### config.mk
export PLATFORM = sky130hd
export DESIGN_NAME = aof_top
export DESIGN_NICKNAME = d
export VERILOG_FILES = /design/src/shared/aof_pkg.sv /design/src/logic/aof_hpf.sv /design/src/logic/aof_top.sv
export SDC_FILE = /design/constraint.sdc
export NUM_CORES = 2
export LEC_CHECK = 0
export ABC_AREA = 1
export BUFFER_PORTS_ARGS = -buffer_cell sky130_fd_sc_hd__buf_2
export CORE_MARGIN = 5
export CORE_UTILIZATION = 45
export CTS_CLUSTER_DIAMETER = 150
export DETAILED_ROUTE_END_ITERATION = 7
export HOLD_SLACK_MARGIN = 0.1
export PLACE_DENSITY_LB_ADDON = 0.15
export SYNTH_ARGS = -nofsm -noshare
export SYNTH_HDL_FRONTEND = slang
export SYNTH_SLANG_ARGS = --single-unit
### constraint.sdc
create_clock -name CLK_IN -period 6.46 [get_ports CLK_IN]
set_input_delay 1.938 -clock CLK_IN [delete_from_list [all_inputs] [get_ports CLK_IN]]
set_output_delay 1.938 -clock CLK_IN [all_outputs]
set_load 0.03 [all_outputs]
### src/shared/aof_pkg.sv
package aof_pkg;
   // ---------------------------------------------------------------
   // widths
   // ---------------------------------------------------------------
   localparam int AXIS_W   = 20;
   localparam int TRIM_W   = 16;
   localparam int THRESH_W = 16;
   localparam int FRAC_W   = 16;

   // ---------------------------------------------------------------
   // register offsets
   // ---------------------------------------------------------------
   localparam logic [7:0] Z_OFFSET_TRIM_HIGH_ADDR    = 8'h22;
   localparam logic [7:0] Z_OFFSET_TRIM_LOW_ADDR     = 8'h23;
   localparam logic [7:0] MOTION_AXIS_ENABLES_ADDR   = 8'h24;
   localparam logic [7:0] MOTION_THRESHOLD_HIGH_ADDR = 8'h25;
   localparam logic [7:0] MOTION_THRESHOLD_LOW_ADDR  = 8'h26;
   localparam logic [7:0] MOTION_EVENT_COUNT_ADDR    = 8'h27;
   localparam logic [7:0] SIGNAL_PATH_CONFIG_ADDR    = 8'h28;
   localparam logic [7:0] IRQ_ROUTING_ADDR           = 8'h2A;

   // ---------------------------------------------------------------
   // reset values and field layout
   // ---------------------------------------------------------------
   localparam logic [7:0] BYTE_RESET          = 8'h00;
   localparam logic [7:0] EVENT_COUNT_RESET   = 8'h01;
   localparam logic [7:0] PATH_CONFIG_RESET   = 8'h00;
   localparam logic [7:0] AXIS_ENABLE_MASK    = 8'h07;
   localparam logic [7:0] PATH_CONFIG_MASK    = 8'h7F;
   localparam int         ENABLE_X_BIT        = 0;
   localparam int         ENABLE_Y_BIT        = 1;
   localparam int         ENABLE_Z_BIT        = 2;
   localparam int         HPF_SEL_LSB         = 4;
   localparam int         RATE_SEL_LSB        = 0;
   localparam int         IRQ_ONE_MOTION_BIT  = 3;
   localparam int         IRQ_TWO_MOTION_BIT  = 7;
   localparam logic [2:0] HPF_OFF_CODE        = 3'h0;
   localparam int         HPF_BASE_SHIFT      = 4;
   localparam int         TRIM_ALIGN_LSB      = 4;
   localparam int         THRESH_ALIGN_LSB    = 3;
endpackage : aof_pkg

### src/logic/aof_hpf.sv
`timescale 1ns/10ps
module aof_hpf
   import aof_pkg::*;
#(
   parameter int W = AXIS_W
) (
   // clock and reset
   input  wire logic                clk,
   input  wire logic                rst,
   // sample in
   input  wire logic                valid_in,
   input  wire logic signed [W-1:0] sample_in,
   input  wire logic [2:0]          corner_sel_in,
   // sample out
   output logic                     valid_out,
   output logic signed [W-1:0]      sample_out
);
   if (W < 8) begin : g_bad_width
      $error("aof_hpf: width too small");
   end

   // ---------------------------------------------------------------
   // first-order stage: out = x - lowpass(x)
   // ---------------------------------------------------------------
   // shift grows by two per code, corner falls by four per code
   logic signed [W+FRAC_W:0] lp_reg;
   logic signed [W+FRAC_W:0] x_ext;
   logic signed [W+FRAC_W:0] diff;
   logic [5:0]               shift;
   logic signed [W:0]        hp_wide;

   assign x_ext   = {sample_in[W-1], sample_in, {FRAC_W{1'b0}}};
   assign diff    = x_ext - lp_reg;
   assign shift   = 6'(HPF_BASE_SHIFT) + {2'b00, corner_sel_in, 1'b0};
   assign hp_wide = {sample_in[W-1], sample_in}
                  - lp_reg[W+FRAC_W:FRAC_W];

   always_ff @(posedge clk) begin
      if (rst || corner_sel_in == HPF_OFF_CODE) begin
         lp_reg <= '0;
      end else if (valid_in) begin
         lp_reg <= lp_reg + (diff >>> shift);
      end
   end

   always_ff @(posedge clk) begin
      if (rst) begin
         valid_out  <= 1'b0;
         sample_out <= '0;
      end else begin
         valid_out <= valid_in;
         if (valid_in) begin
            if (corner_sel_in == HPF_OFF_CODE) begin
               sample_out <= sample_in;
            end else if (hp_wide[W] != hp_wide[W-1]) begin
               sample_out <= hp_wide[W] ? {1'b1, {(W-1){1'b0}}}
                                        : {1'b0, {(W-1){1'b1}}};
            end else begin
               sample_out <= hp_wide[W-1:0];
            end
         end
      end
   end
endmodule : aof_hpf

### src/logic/aof_top.sv
`timescale 1ns/10ps
// Summary of operation
// - z trim added after all filtering
// - trim two's complement, aligned to result bits 19:4
// - z trim bytes at 0x22/0x23, reset zero
// - axis joins activity only when enabled
// - count samples strictly above unsigned threshold
// - threshold aligned to result bits 18:3
// - threshold bytes at 0x25/0x26, reset zero
// - activity after programmed consecutive count, reset one
// - high-pass code zero disables the filter
// - first-order high-pass, corner scales with rate
// - rate field selects output and low-pass rate
// - filter register 0x28 resets to zero
// - activity routed to irq one/two by map
// - results are 20-bit left-justified two's complement
module aof_top
   import aof_pkg::*;
#(
   parameter int W = AXIS_W
) (
   // clock and reset
   input  wire logic                CLK_IN,
   input  wire logic                SYS_RST_IN,
   // register port from the serial interface
   input  wire logic [7:0]          REG_ADDR_IN,
   input  wire logic [7:0]          REG_WDATA_IN,
   input  wire logic                REG_WR_IN,
   input  wire logic                REG_RD_IN,
   output logic [7:0]               REG_RDATA_OUT,
   // raw samples from the converter, one strobe per output sample
   input  wire logic                SAMPLE_VALID_IN,
   input  wire logic signed [W-1:0] X_AXIS_RAW_IN,
   input  wire logic signed [W-1:0] Y_AXIS_RAW_IN,
   input  wire logic signed [W-1:0] Z_AXIS_RAW_IN,
   // processed results
   output logic                     RESULT_VALID_OUT,
   output logic signed [W-1:0]      X_AXIS_RESULT_OUT,
   output logic signed [W-1:0]      Y_AXIS_RESULT_OUT,
   output logic signed [W-1:0]      Z_AXIS_RESULT_OUT,
   // rate control to the decimator
   output logic [3:0]               RATE_LOWPASS_SEL_OUT,
   // activity and interrupt pins
   output logic                     MOTION_DETECT_OUT,
   output logic                     IRQ_OUT_ONE_OUT,
   output logic                     IRQ_OUT_TWO_OUT
);
   if (W != AXIS_W) begin : g_bad_width
      $error("aof_top: result width must be 20");
   end

   // ---------------------------------------------------------------
   // registers
   // ---------------------------------------------------------------
   logic [7:0] z_offset_trim_high_reg;
   logic [7:0] z_offset_trim_low_reg;
   logic [7:0] motion_axis_enables_reg;
   logic [7:0] motion_threshold_high_reg;
   logic [7:0] motion_threshold_low_reg;
   logic [7:0] motion_event_count_reg;
   logic [7:0] signal_path_config_reg;
   logic [7:0] irq_routing_reg;

   always_ff @(posedge CLK_IN) begin
      if (SYS_RST_IN) begin
         z_offset_trim_high_reg    <= BYTE_RESET;
         z_offset_trim_low_reg     <= BYTE_RESET;
         motion_axis_enables_reg   <= BYTE_RESET;
         motion_threshold_high_reg <= BYTE_RESET;
         motion_threshold_low_reg  <= BYTE_RESET;
         motion_event_count_reg    <= EVENT_COUNT_RESET;
         signal_path_config_reg    <= PATH_CONFIG_RESET;
         irq_routing_reg           <= BYTE_RESET;
      end else if (REG_WR_IN) begin
         unique case (REG_ADDR_IN)
            Z_OFFSET_TRIM_HIGH_ADDR: begin
               z_offset_trim_high_reg <= REG_WDATA_IN;
            end
            Z_OFFSET_TRIM_LOW_ADDR: begin
               z_offset_trim_low_reg <= REG_WDATA_IN;
            end
            MOTION_AXIS_ENABLES_ADDR: begin
               motion_axis_enables_reg <= REG_WDATA_IN
                                          & AXIS_ENABLE_MASK;
            end
            MOTION_THRESHOLD_HIGH_ADDR: begin
               motion_threshold_high_reg <= REG_WDATA_IN;
            end
            MOTION_THRESHOLD_LOW_ADDR: begin
               motion_threshold_low_reg <= REG_WDATA_IN;
            end
            MOTION_EVENT_COUNT_ADDR: begin
               motion_event_count_reg <= REG_WDATA_IN;
            end
            SIGNAL_PATH_CONFIG_ADDR: begin
               // undefined codes are stored as written
               signal_path_config_reg <= REG_WDATA_IN
                                         & PATH_CONFIG_MASK;
            end
            IRQ_ROUTING_ADDR: begin
               irq_routing_reg <= REG_WDATA_IN;
            end
            default: begin
            end
         endcase
      end
   end

   // read data registered, unmapped addresses read zero
   always_ff @(posedge CLK_IN) begin
      if (SYS_RST_IN) begin
         REG_RDATA_OUT <= 8'h00;
      end else if (REG_RD_IN) begin
         unique case (REG_ADDR_IN)
            Z_OFFSET_TRIM_HIGH_ADDR:
               REG_RDATA_OUT <= z_offset_trim_high_reg;
            Z_OFFSET_TRIM_LOW_ADDR:
               REG_RDATA_OUT <= z_offset_trim_low_reg;
            MOTION_AXIS_ENABLES_ADDR:
               REG_RDATA_OUT <= motion_axis_enables_reg;
            MOTION_THRESHOLD_HIGH_ADDR:
               REG_RDATA_OUT <= motion_threshold_high_reg;
            MOTION_THRESHOLD_LOW_ADDR:
               REG_RDATA_OUT <= motion_threshold_low_reg;
            MOTION_EVENT_COUNT_ADDR:
               REG_RDATA_OUT <= motion_event_count_reg;
            SIGNAL_PATH_CONFIG_ADDR:
               REG_RDATA_OUT <= signal_path_config_reg;
            IRQ_ROUTING_ADDR:
               REG_RDATA_OUT <= irq_routing_reg;
            default:
               REG_RDATA_OUT <= 8'h00;
         endcase
      end
   end

   // ---------------------------------------------------------------
   // high-pass stage per axis
   // ---------------------------------------------------------------
   logic [2:0] hpf_sel;
   assign hpf_sel = signal_path_config_reg[HPF_SEL_LSB +: 3];
   // rate change reaches the decimator; filter runs per sample, so the
   // corner follows the selected rate without retuning
   assign RATE_LOWPASS_SEL_OUT =
      signal_path_config_reg[RATE_SEL_LSB +: 4];

   logic signed [W-1:0] raw   [3];
   logic signed [W-1:0] hp    [3];
   logic [2:0]          hp_vld;
   assign raw[0] = X_AXIS_RAW_IN;
   assign raw[1] = Y_AXIS_RAW_IN;
   assign raw[2] = Z_AXIS_RAW_IN;

   for (genvar i = 0; i < 3; i++) begin : g_axis
      aof_hpf #(.W(W)) u_hpf (
         .clk           (CLK_IN),
         .rst           (SYS_RST_IN),
         .valid_in      (SAMPLE_VALID_IN),
         .sample_in     (raw[i]),
         .corner_sel_in (hpf_sel),
         .valid_out     (hp_vld[i]),
         .sample_out    (hp[i])
      );
   end

   // ---------------------------------------------------------------
   // z trim, last stage of the path
   // ---------------------------------------------------------------
   logic signed [TRIM_W-1:0] z_trim;
   logic signed [W:0]        z_sum;
   assign z_trim = {z_offset_trim_high_reg, z_offset_trim_low_reg};
   assign z_sum  = {hp[2][W-1], hp[2]}
                 + {z_trim[TRIM_W-1], z_trim, {TRIM_ALIGN_LSB{1'b0}}};

   always_ff @(posedge CLK_IN) begin
      if (SYS_RST_IN) begin
         RESULT_VALID_OUT  <= 1'b0;
         X_AXIS_RESULT_OUT <= '0;
         Y_AXIS_RESULT_OUT <= '0;
         Z_AXIS_RESULT_OUT <= '0;
      end else begin
         RESULT_VALID_OUT <= &hp_vld;
         if (&hp_vld) begin
            X_AXIS_RESULT_OUT <= hp[0];
            Y_AXIS_RESULT_OUT <= hp[1];
            // saturate rather than wrap on large trims
            if (z_sum[W] != z_sum[W-1]) begin
               Z_AXIS_RESULT_OUT <= z_sum[W] ? {1'b1, {(W-1){1'b0}}}
                                             : {1'b0, {(W-1){1'b1}}};
            end else begin
               Z_AXIS_RESULT_OUT <= z_sum[W-1:0];
            end
         end
      end
   end

   // ---------------------------------------------------------------
   // activity detection on the final results
   // ---------------------------------------------------------------
   logic [THRESH_W-1:0] threshold;
   logic signed [W-1:0] res [3];
   logic [2:0]          above;
   logic                event_hit;
   assign threshold = {motion_threshold_high_reg, motion_threshold_low_reg};
   assign res[0] = X_AXIS_RESULT_OUT;
   assign res[1] = Y_AXIS_RESULT_OUT;
   assign res[2] = Z_AXIS_RESULT_OUT;

   for (genvar i = 0; i < 3; i++) begin : g_cmp
      logic [W-1:0] mag;
      // full-scale negative keeps bit 19, so compare 17 bits
      assign mag = res[i][W-1] ? W'(-res[i]) : res[i];
      assign above[i] = motion_axis_enables_reg[i]
         && (mag[W-1:THRESH_ALIGN_LSB] > {1'b0, threshold});
   end
   assign event_hit = |above;

   logic [7:0] evt_cnt_reg;
   logic [8:0] evt_cnt_next;
   logic       act_hit;
   assign evt_cnt_next = {1'b0, evt_cnt_reg} + 9'h001;
   // a count of zero behaves like one
   assign act_hit = event_hit
                 && (evt_cnt_next >= {1'b0, motion_event_count_reg});

   always_ff @(posedge CLK_IN) begin
      if (SYS_RST_IN) begin
         evt_cnt_reg <= 8'h00;
      end else if (RESULT_VALID_OUT) begin
         if (!event_hit || act_hit) begin
            evt_cnt_reg <= 8'h00;
         end else begin
            evt_cnt_reg <= evt_cnt_next[7:0];
         end
      end
   end

   always_ff @(posedge CLK_IN) begin
      if (SYS_RST_IN) begin
         MOTION_DETECT_OUT <= 1'b0;
         IRQ_OUT_ONE_OUT   <= 1'b0;
         IRQ_OUT_TWO_OUT   <= 1'b0;
      end else begin
         MOTION_DETECT_OUT <= RESULT_VALID_OUT && act_hit;
         IRQ_OUT_ONE_OUT   <= RESULT_VALID_OUT && act_hit
                              && irq_routing_reg[IRQ_ONE_MOTION_BIT];
         IRQ_OUT_TWO_OUT   <= RESULT_VALID_OUT && act_hit
                              && irq_routing_reg[IRQ_TWO_MOTION_BIT];
      end
   end
endmodule : aof_top

Word level (Yosys, flattened, before mapping)
Cells that the tools add are included.

operators by class
  equal/unequal tests = 12
  shift operators = 3
  multiplexer cells = 16
  magnitude comparators = 4
  bitwise gates (word level) = 0
  add/subtract/negate cells = 15
  divide/modulo/power cells = 0
  reduce and logical (&&, ||, !) cells = 20
  multiply operators = 0

operators with widths
  operator                                       count
  2-to-1 mux 20 bit                              14
  adder 37 bit                                   3
  >>> shifter 37 x 6 -> 37 bit                   3
  subtractor 36 x 37 -> 37 bit                   3
  == test 8 x 6 -> 1 bit, second input constant  8
  one-hot mux 8 bit (8 select lines)             1
  subtractor 21 bit                              3
  negator 20 bit                                 3
  > comparator 17 x 16 -> 1 bit                  3
  adder 20 x 20 -> 21 bit                        1
  AND reduction 2 bit                            8
  adder 8 x 1 -> 9 bit, second input constant    1
  >= comparator 9 x 8 -> 1 bit                   1
  2-to-1 mux 8 bit                               1
  logical AND 1 bit                              7
  adder 3 x 4 -> 5 bit, first input constant     1
  != test 1 bit                                  4
  zero test 3 bit                                1
  OR reduction 3 bit                             1
  logical OR 1 bit                               2
  zero test 1 bit                                1

storage, ports and cells
  register bits = 310
  bits in latches = 0
  bits in read-only memories = 0
  bits of input ports = 81
  logic and storage cells = 94
  memory bits (writable) = 0
  memories kept = 0

Logic depth before layout (Yosys ltp)
  word-level depth = 8
  gate-level depth with buffers = 36
  gate-level depth less buffers = 36

Hierarchy
Synthesis repeated with hierarchy kept, for this count alone.

second synthesis, totals
  cells, all modules = 5938
  area total of the unflattened synthesis = 35016.1 um2

modules (own cells, without submodules)
  module                         instances  area an instance (um2)  cells each  sequential area each (um2)
  aof_hpf (g_axis[1].u_hpf ...)  2          8792.2                  1566        1161.1
  aof_hpf (g_axis[0].u_hpf)      1          8795.9                  1578        1161.1
  aof_top                        1          8635.8                  1228        2762.6

Worst setup path before layout
Ideal clock, no wire load.

  path kind = input port to flip-flop
  start = in Z_AXIS_RAW_IN[3]
  end = reg g_axis[2].u_hpf.lp_reg[24]
  data arrival time = 5224 ps
  data required time = 6351 ps
  path buffers = 0
  slack = 1127 ps
  cell stages on the path = 32
  path through = ha_1 nand2_2 nor2_2 inv_2 nor2_2 nand3b_1 nor2_1 nor2_1 nand2_1 nand3_1 nand3_1 nand2_1 nand2_1 nand3_1 nand2_1 ha_1 inv_1 fa_1 inv_1 nand3_1 nand2_1 nand2_1 o211ai_1 nand2_1 nand2_1 a21oi_1 nor2_1 nor2_1 nand2_1 nand3_1 nand2_1 inv_1

between the ends
  cells in the longest elaborated chain, start to end = 3

RTL lines
  what                          line           text
  start: declaration            aof_top.sv:35  input wire logic signed [W-1:0] Z_AXIS_RAW_IN,
  subtractor 36 x 37 -> 37 bit  aof_hpf.sv:33  assign diff = x_ext - lp_reg;
  >>> shifter 37 x 6 -> 37 bit  aof_hpf.sv:42  lp_reg <= lp_reg + (diff >>> shift);
  adder 37 bit                  aof_hpf.sv:42
  end signal: assignment        aof_hpf.sv:42
  end: declaration              aof_hpf.sv:26  logic signed [W+FRAC_W:0] lp_reg;

No other way between the ends.
A chain may end at the register's enable or synchronous reset.

Worst setup path in the final report
  start = in Z_AXIS_RAW_IN[0]
  end = reg g_axis[2].u_hpf.lp_reg[24]

The elaborated chain is that of the path after synthesis.

==> flow_metrics.tcl <==
set metrics [dict create \
    wire_per_inst_um 18.5 \
    cts_resized 0 \
    grt_setup_unrepaired "false" \
    cp.required_ns 6.95 \
    ios 157 \
    stdcell_count 7004 \
    slew_viol_final 0 \
    vias 38500 \
    post_cts_buffers 0 \
    std_cell_rows 101 \
    synth_cells 5879 \
    period_needed_ns 6.01 \
    core_sq_um 75600 \
    finalPower_w 0.00581 \
    num-nets-final 6333 \
    cts.htree.levels 2 \
    pre_cts_slack_ns -0.415 \
    powerDensity_nw_per_um2 155 \
    power_leakage_nw 19.7 \
    p_switching_w 0.00207 \
    intPower_w 0.00374 \
    slowest_delay_ns 0.43 \
    cp_max_fo 5 \
    syn_avg_cell_area_sq_um 5.80 \
    grt_use_met2_pct 47.2 \
    finalHoldViolations 0 \
    grt_first_pass_wirelength_um 199000 \
    ir_drop_uv 155 \
    syn_area_sq_um 34100 \
    critPathCaptureType "flop" \
    clock-sinks 310 \
    status "finished clean" \
    ant_nets 0 \
    firstDrtPassIters 8 \
    crit_path_start_kind "primary input" \
    synthesis.nets 6215 \
    seqPwrFrac_pct 34.6 \
    ys_seq_area_share_pct 18.2 \
    drive_gt1_share_pct 7.74 \
    drt_iter0_drc 3260 \
    met1_usage_pct 43.4 \
    cp_slowest_cell "ha_2" \
    clock-root-buffer "clkbuf_16" \
    gp_congestion 1.01 \
    worstPathArrival_ns 6.50 \
    die_x_um 285 \
    cts_buffers 39 \
    clock_path_buffers 3 \
    ys_ff_latch 310 \
    cts-hold-fix-buffers 0 \
    busiest_layer "met2" \
    grt_pass1_vias 34900 \
    cts_tree "done" \
    fin_ws_ns 0.447 \
    swShare_pct 35.7 \
    tightest_slew_ns 0.931 \
    place_inst 6934 \
    cp_common_cell "nand2_1" \
    period_share_pct 93.1 \
    fin_setup_tns_ns 0 \
    syn_to_final_growth_pct 10.1 \
    path_class "in2reg" \
    setup_viol 0 \
    largest_register_ffs 111 \
    final_util_pct 49.7 \
    synth-edff-count 0 \
    route.detailed.drc 0 \
    clock.fmax_mhz 166 \
    grt.overflow.total 0 \
    async_flop_share_pct 0 \
    viasPerCell 5.49 \
    pwr-share-comb_pct 27.5 \
    clk_pin_slew_ns 0.07 \
    cap_violations 0 \
    fin_skew_ns 0.0222 \
    grt_max_degree 109 \
    synth_cell_types 59 \
    initial_utilization_pct 45.1 \
    track_usage_pct 30.3 \
    grtUsageMet3_pct 4.76 \
    portBuffers 156 \
    p_clk_share_pct 38.0 \
    clk_latency_ns 0.58 \
    max_slew_margin_pct 38.0 \
    die-area_sq_um 81400 \
    antenna_found_initial 4 \
    hpwl_um 105000 \
    hold_path.class "reg2reg" \
    routed_wl_um 130000 \
    ys_warn_count 0 \
    die_h_um 285 \
    synthFlopType "dfxtp_1" \
    fill_cells 8263 \
]
-- critical path, delay by kind of cell --
kind | cells | cell delay (ns)
fa+ha+maj | 3 | 1.11
buf+inv | 5 | 0.47
simple gates | 18 | 2.26
xor+xnor | 1 | 0.12
compound gates | 3 | 0.57
-- Yosys cell counts, types with 6 or more instances --
library cell / number / area, sq um
dfxtp_1: 310 / 6210
a221oi_1: 13 / 114
mux2i_1: 11 / 110
a21oi_2: 23 / 201
inv_2: 16 / 60.1
buf_2: 18 / 90.1
nor2_1: 492 / 1850
nand3b_1: 12 / 90.1
xnor2_1: 53 / 464
a21o_1: 20 / 150
o21a_1: 14 / 105
ha_1: 248 / 3100
nor3_1: 57 / 285
buf_6: 6 / 67.6
nor2_2: 17 / 106
nor4_1: 8 / 50.1
fa_1: 7 / 140
nand2_1: 1566 / 5880
buf_1: 33 / 124
inv_1: 782 / 2940
o22ai_1: 19 / 119
o21ai_1: 18 / 90.1
a211oi_1: 8 / 60.1
o21bai_1: 27 / 203
nand4_1: 52 / 325
xor2_1: 198 / 1730
a21boi_0: 6 / 45.0
a21oi_1: 542 / 2710
o21ai_0: 470 / 2350
or2_2: 6 / 37.5
nand3_1: 553 / 2770
nand2_2: 27 / 169
o211ai_1: 31 / 233
a31oi_1: 13 / 81.3
clkbuf_1: 149 / 559
-- cell type report --
cell class | count | area [sq um] | area share (%)
inverter | 803 | 3030 | 8.06
tap | 978 | 1220 | 3.26
sequential | 310 | 6210 | 16.5
clock buffer | 56 | 1120 | 2.98
antenna | 2 | 5.00 | 0.0133
clock inverter | 12 | 133 | 0.353
multi-input combinational | 4557 | 24000 | 64.0
timing repair buffer | 286 | 1800 | 4.79
-- worst paths after layout --
kind / slack, ns / endpoint / cells after the start / from
max: 0.45 / g_axis[2].u_hpf.lp_reg[24] / 30 / Z_AXIS_RAW_IN[0]
min: 0.46 / irq_routing_reg[6] / 2 / irq_routing_reg[6]
max reg2reg: 1.39 / g_axis[2].u_hpf.lp_reg[24] / 23 / signal_path_config_reg[5]
min reg2reg: 0.46 / irq_routing_reg[6] / 2 / irq_routing_reg[6]
-- metrics by stage --
step | hold WS [ns] | cell area, sq um
2_1_floorplan | 0.430 | 34100
3_3_place_gp | 0.445 | 36300
3_5_place_dp | 0.448 | 36300
4_1_cts | 0.456 | 37500
5_1_grt | 0.480 | 37500
6_report | 0.460 | 37500
-- cell usage in the layout (no fill, tap or decap), types with 20 or more instances in the layout --
master and n:
clkbuf_16 39, buf_2 154, ha_1 245, dfxtp_1 308
xor2_1 198, nor2_1 491, nand4_1 52, buf_4 129
nand2_1 1566, a21oi_2 23, xnor2_1 53, o211ai_1 31
nand3_1 553, a21o_1 20, nand2_2 27, a21oi_1 542
inv_1 777, nor3_1 56, o21bai_1 27, o21ai_0 470
-- power groups by stage --
stage / clock [W] / sequential [W] / combinational [W]
floorplan: 0 / 0.00208 / 0.00107
global placement: 0 / 0.00205 / 0.00156
detailed placement: 0 / 0.00205 / 0.00156
CTS: 0.00226 / 0.00201 / 0.00157
global route: 0.00233 / 0.00201 / 0.00178
finish: 0.00221 / 0.00201 / 0.00160
-- routing by layer --
metal	share of wire (%)	vias up
met5	0.021	-
met4	3.0	4
met3	7.8	198
met2	43	1396
met1	46	17400
li1	-	19400
-- cell families (layout without fill, tap and decap cells) --
kind of cell | Yosys count | count (layout) | synth area share [%]
XOR/XNOR | 254 | 254 | 6.59
flip-flops | 310 | 310 | 18.2
AND/OR/NAND/NOR | 2812 | 2812 | 34.5
buffers and inverters | 1012 | 1157 | 11.4
multiplexers | 11 | 11 | 0.323
adder cells (fa/ha/maj) | 255 | 255 | 9.51
AO/OA/AOI/OAI | 1225 | 1225 | 19.5
other | 0 | 2 | 0
No activity file was read; power rests on OpenSTA's default activity.
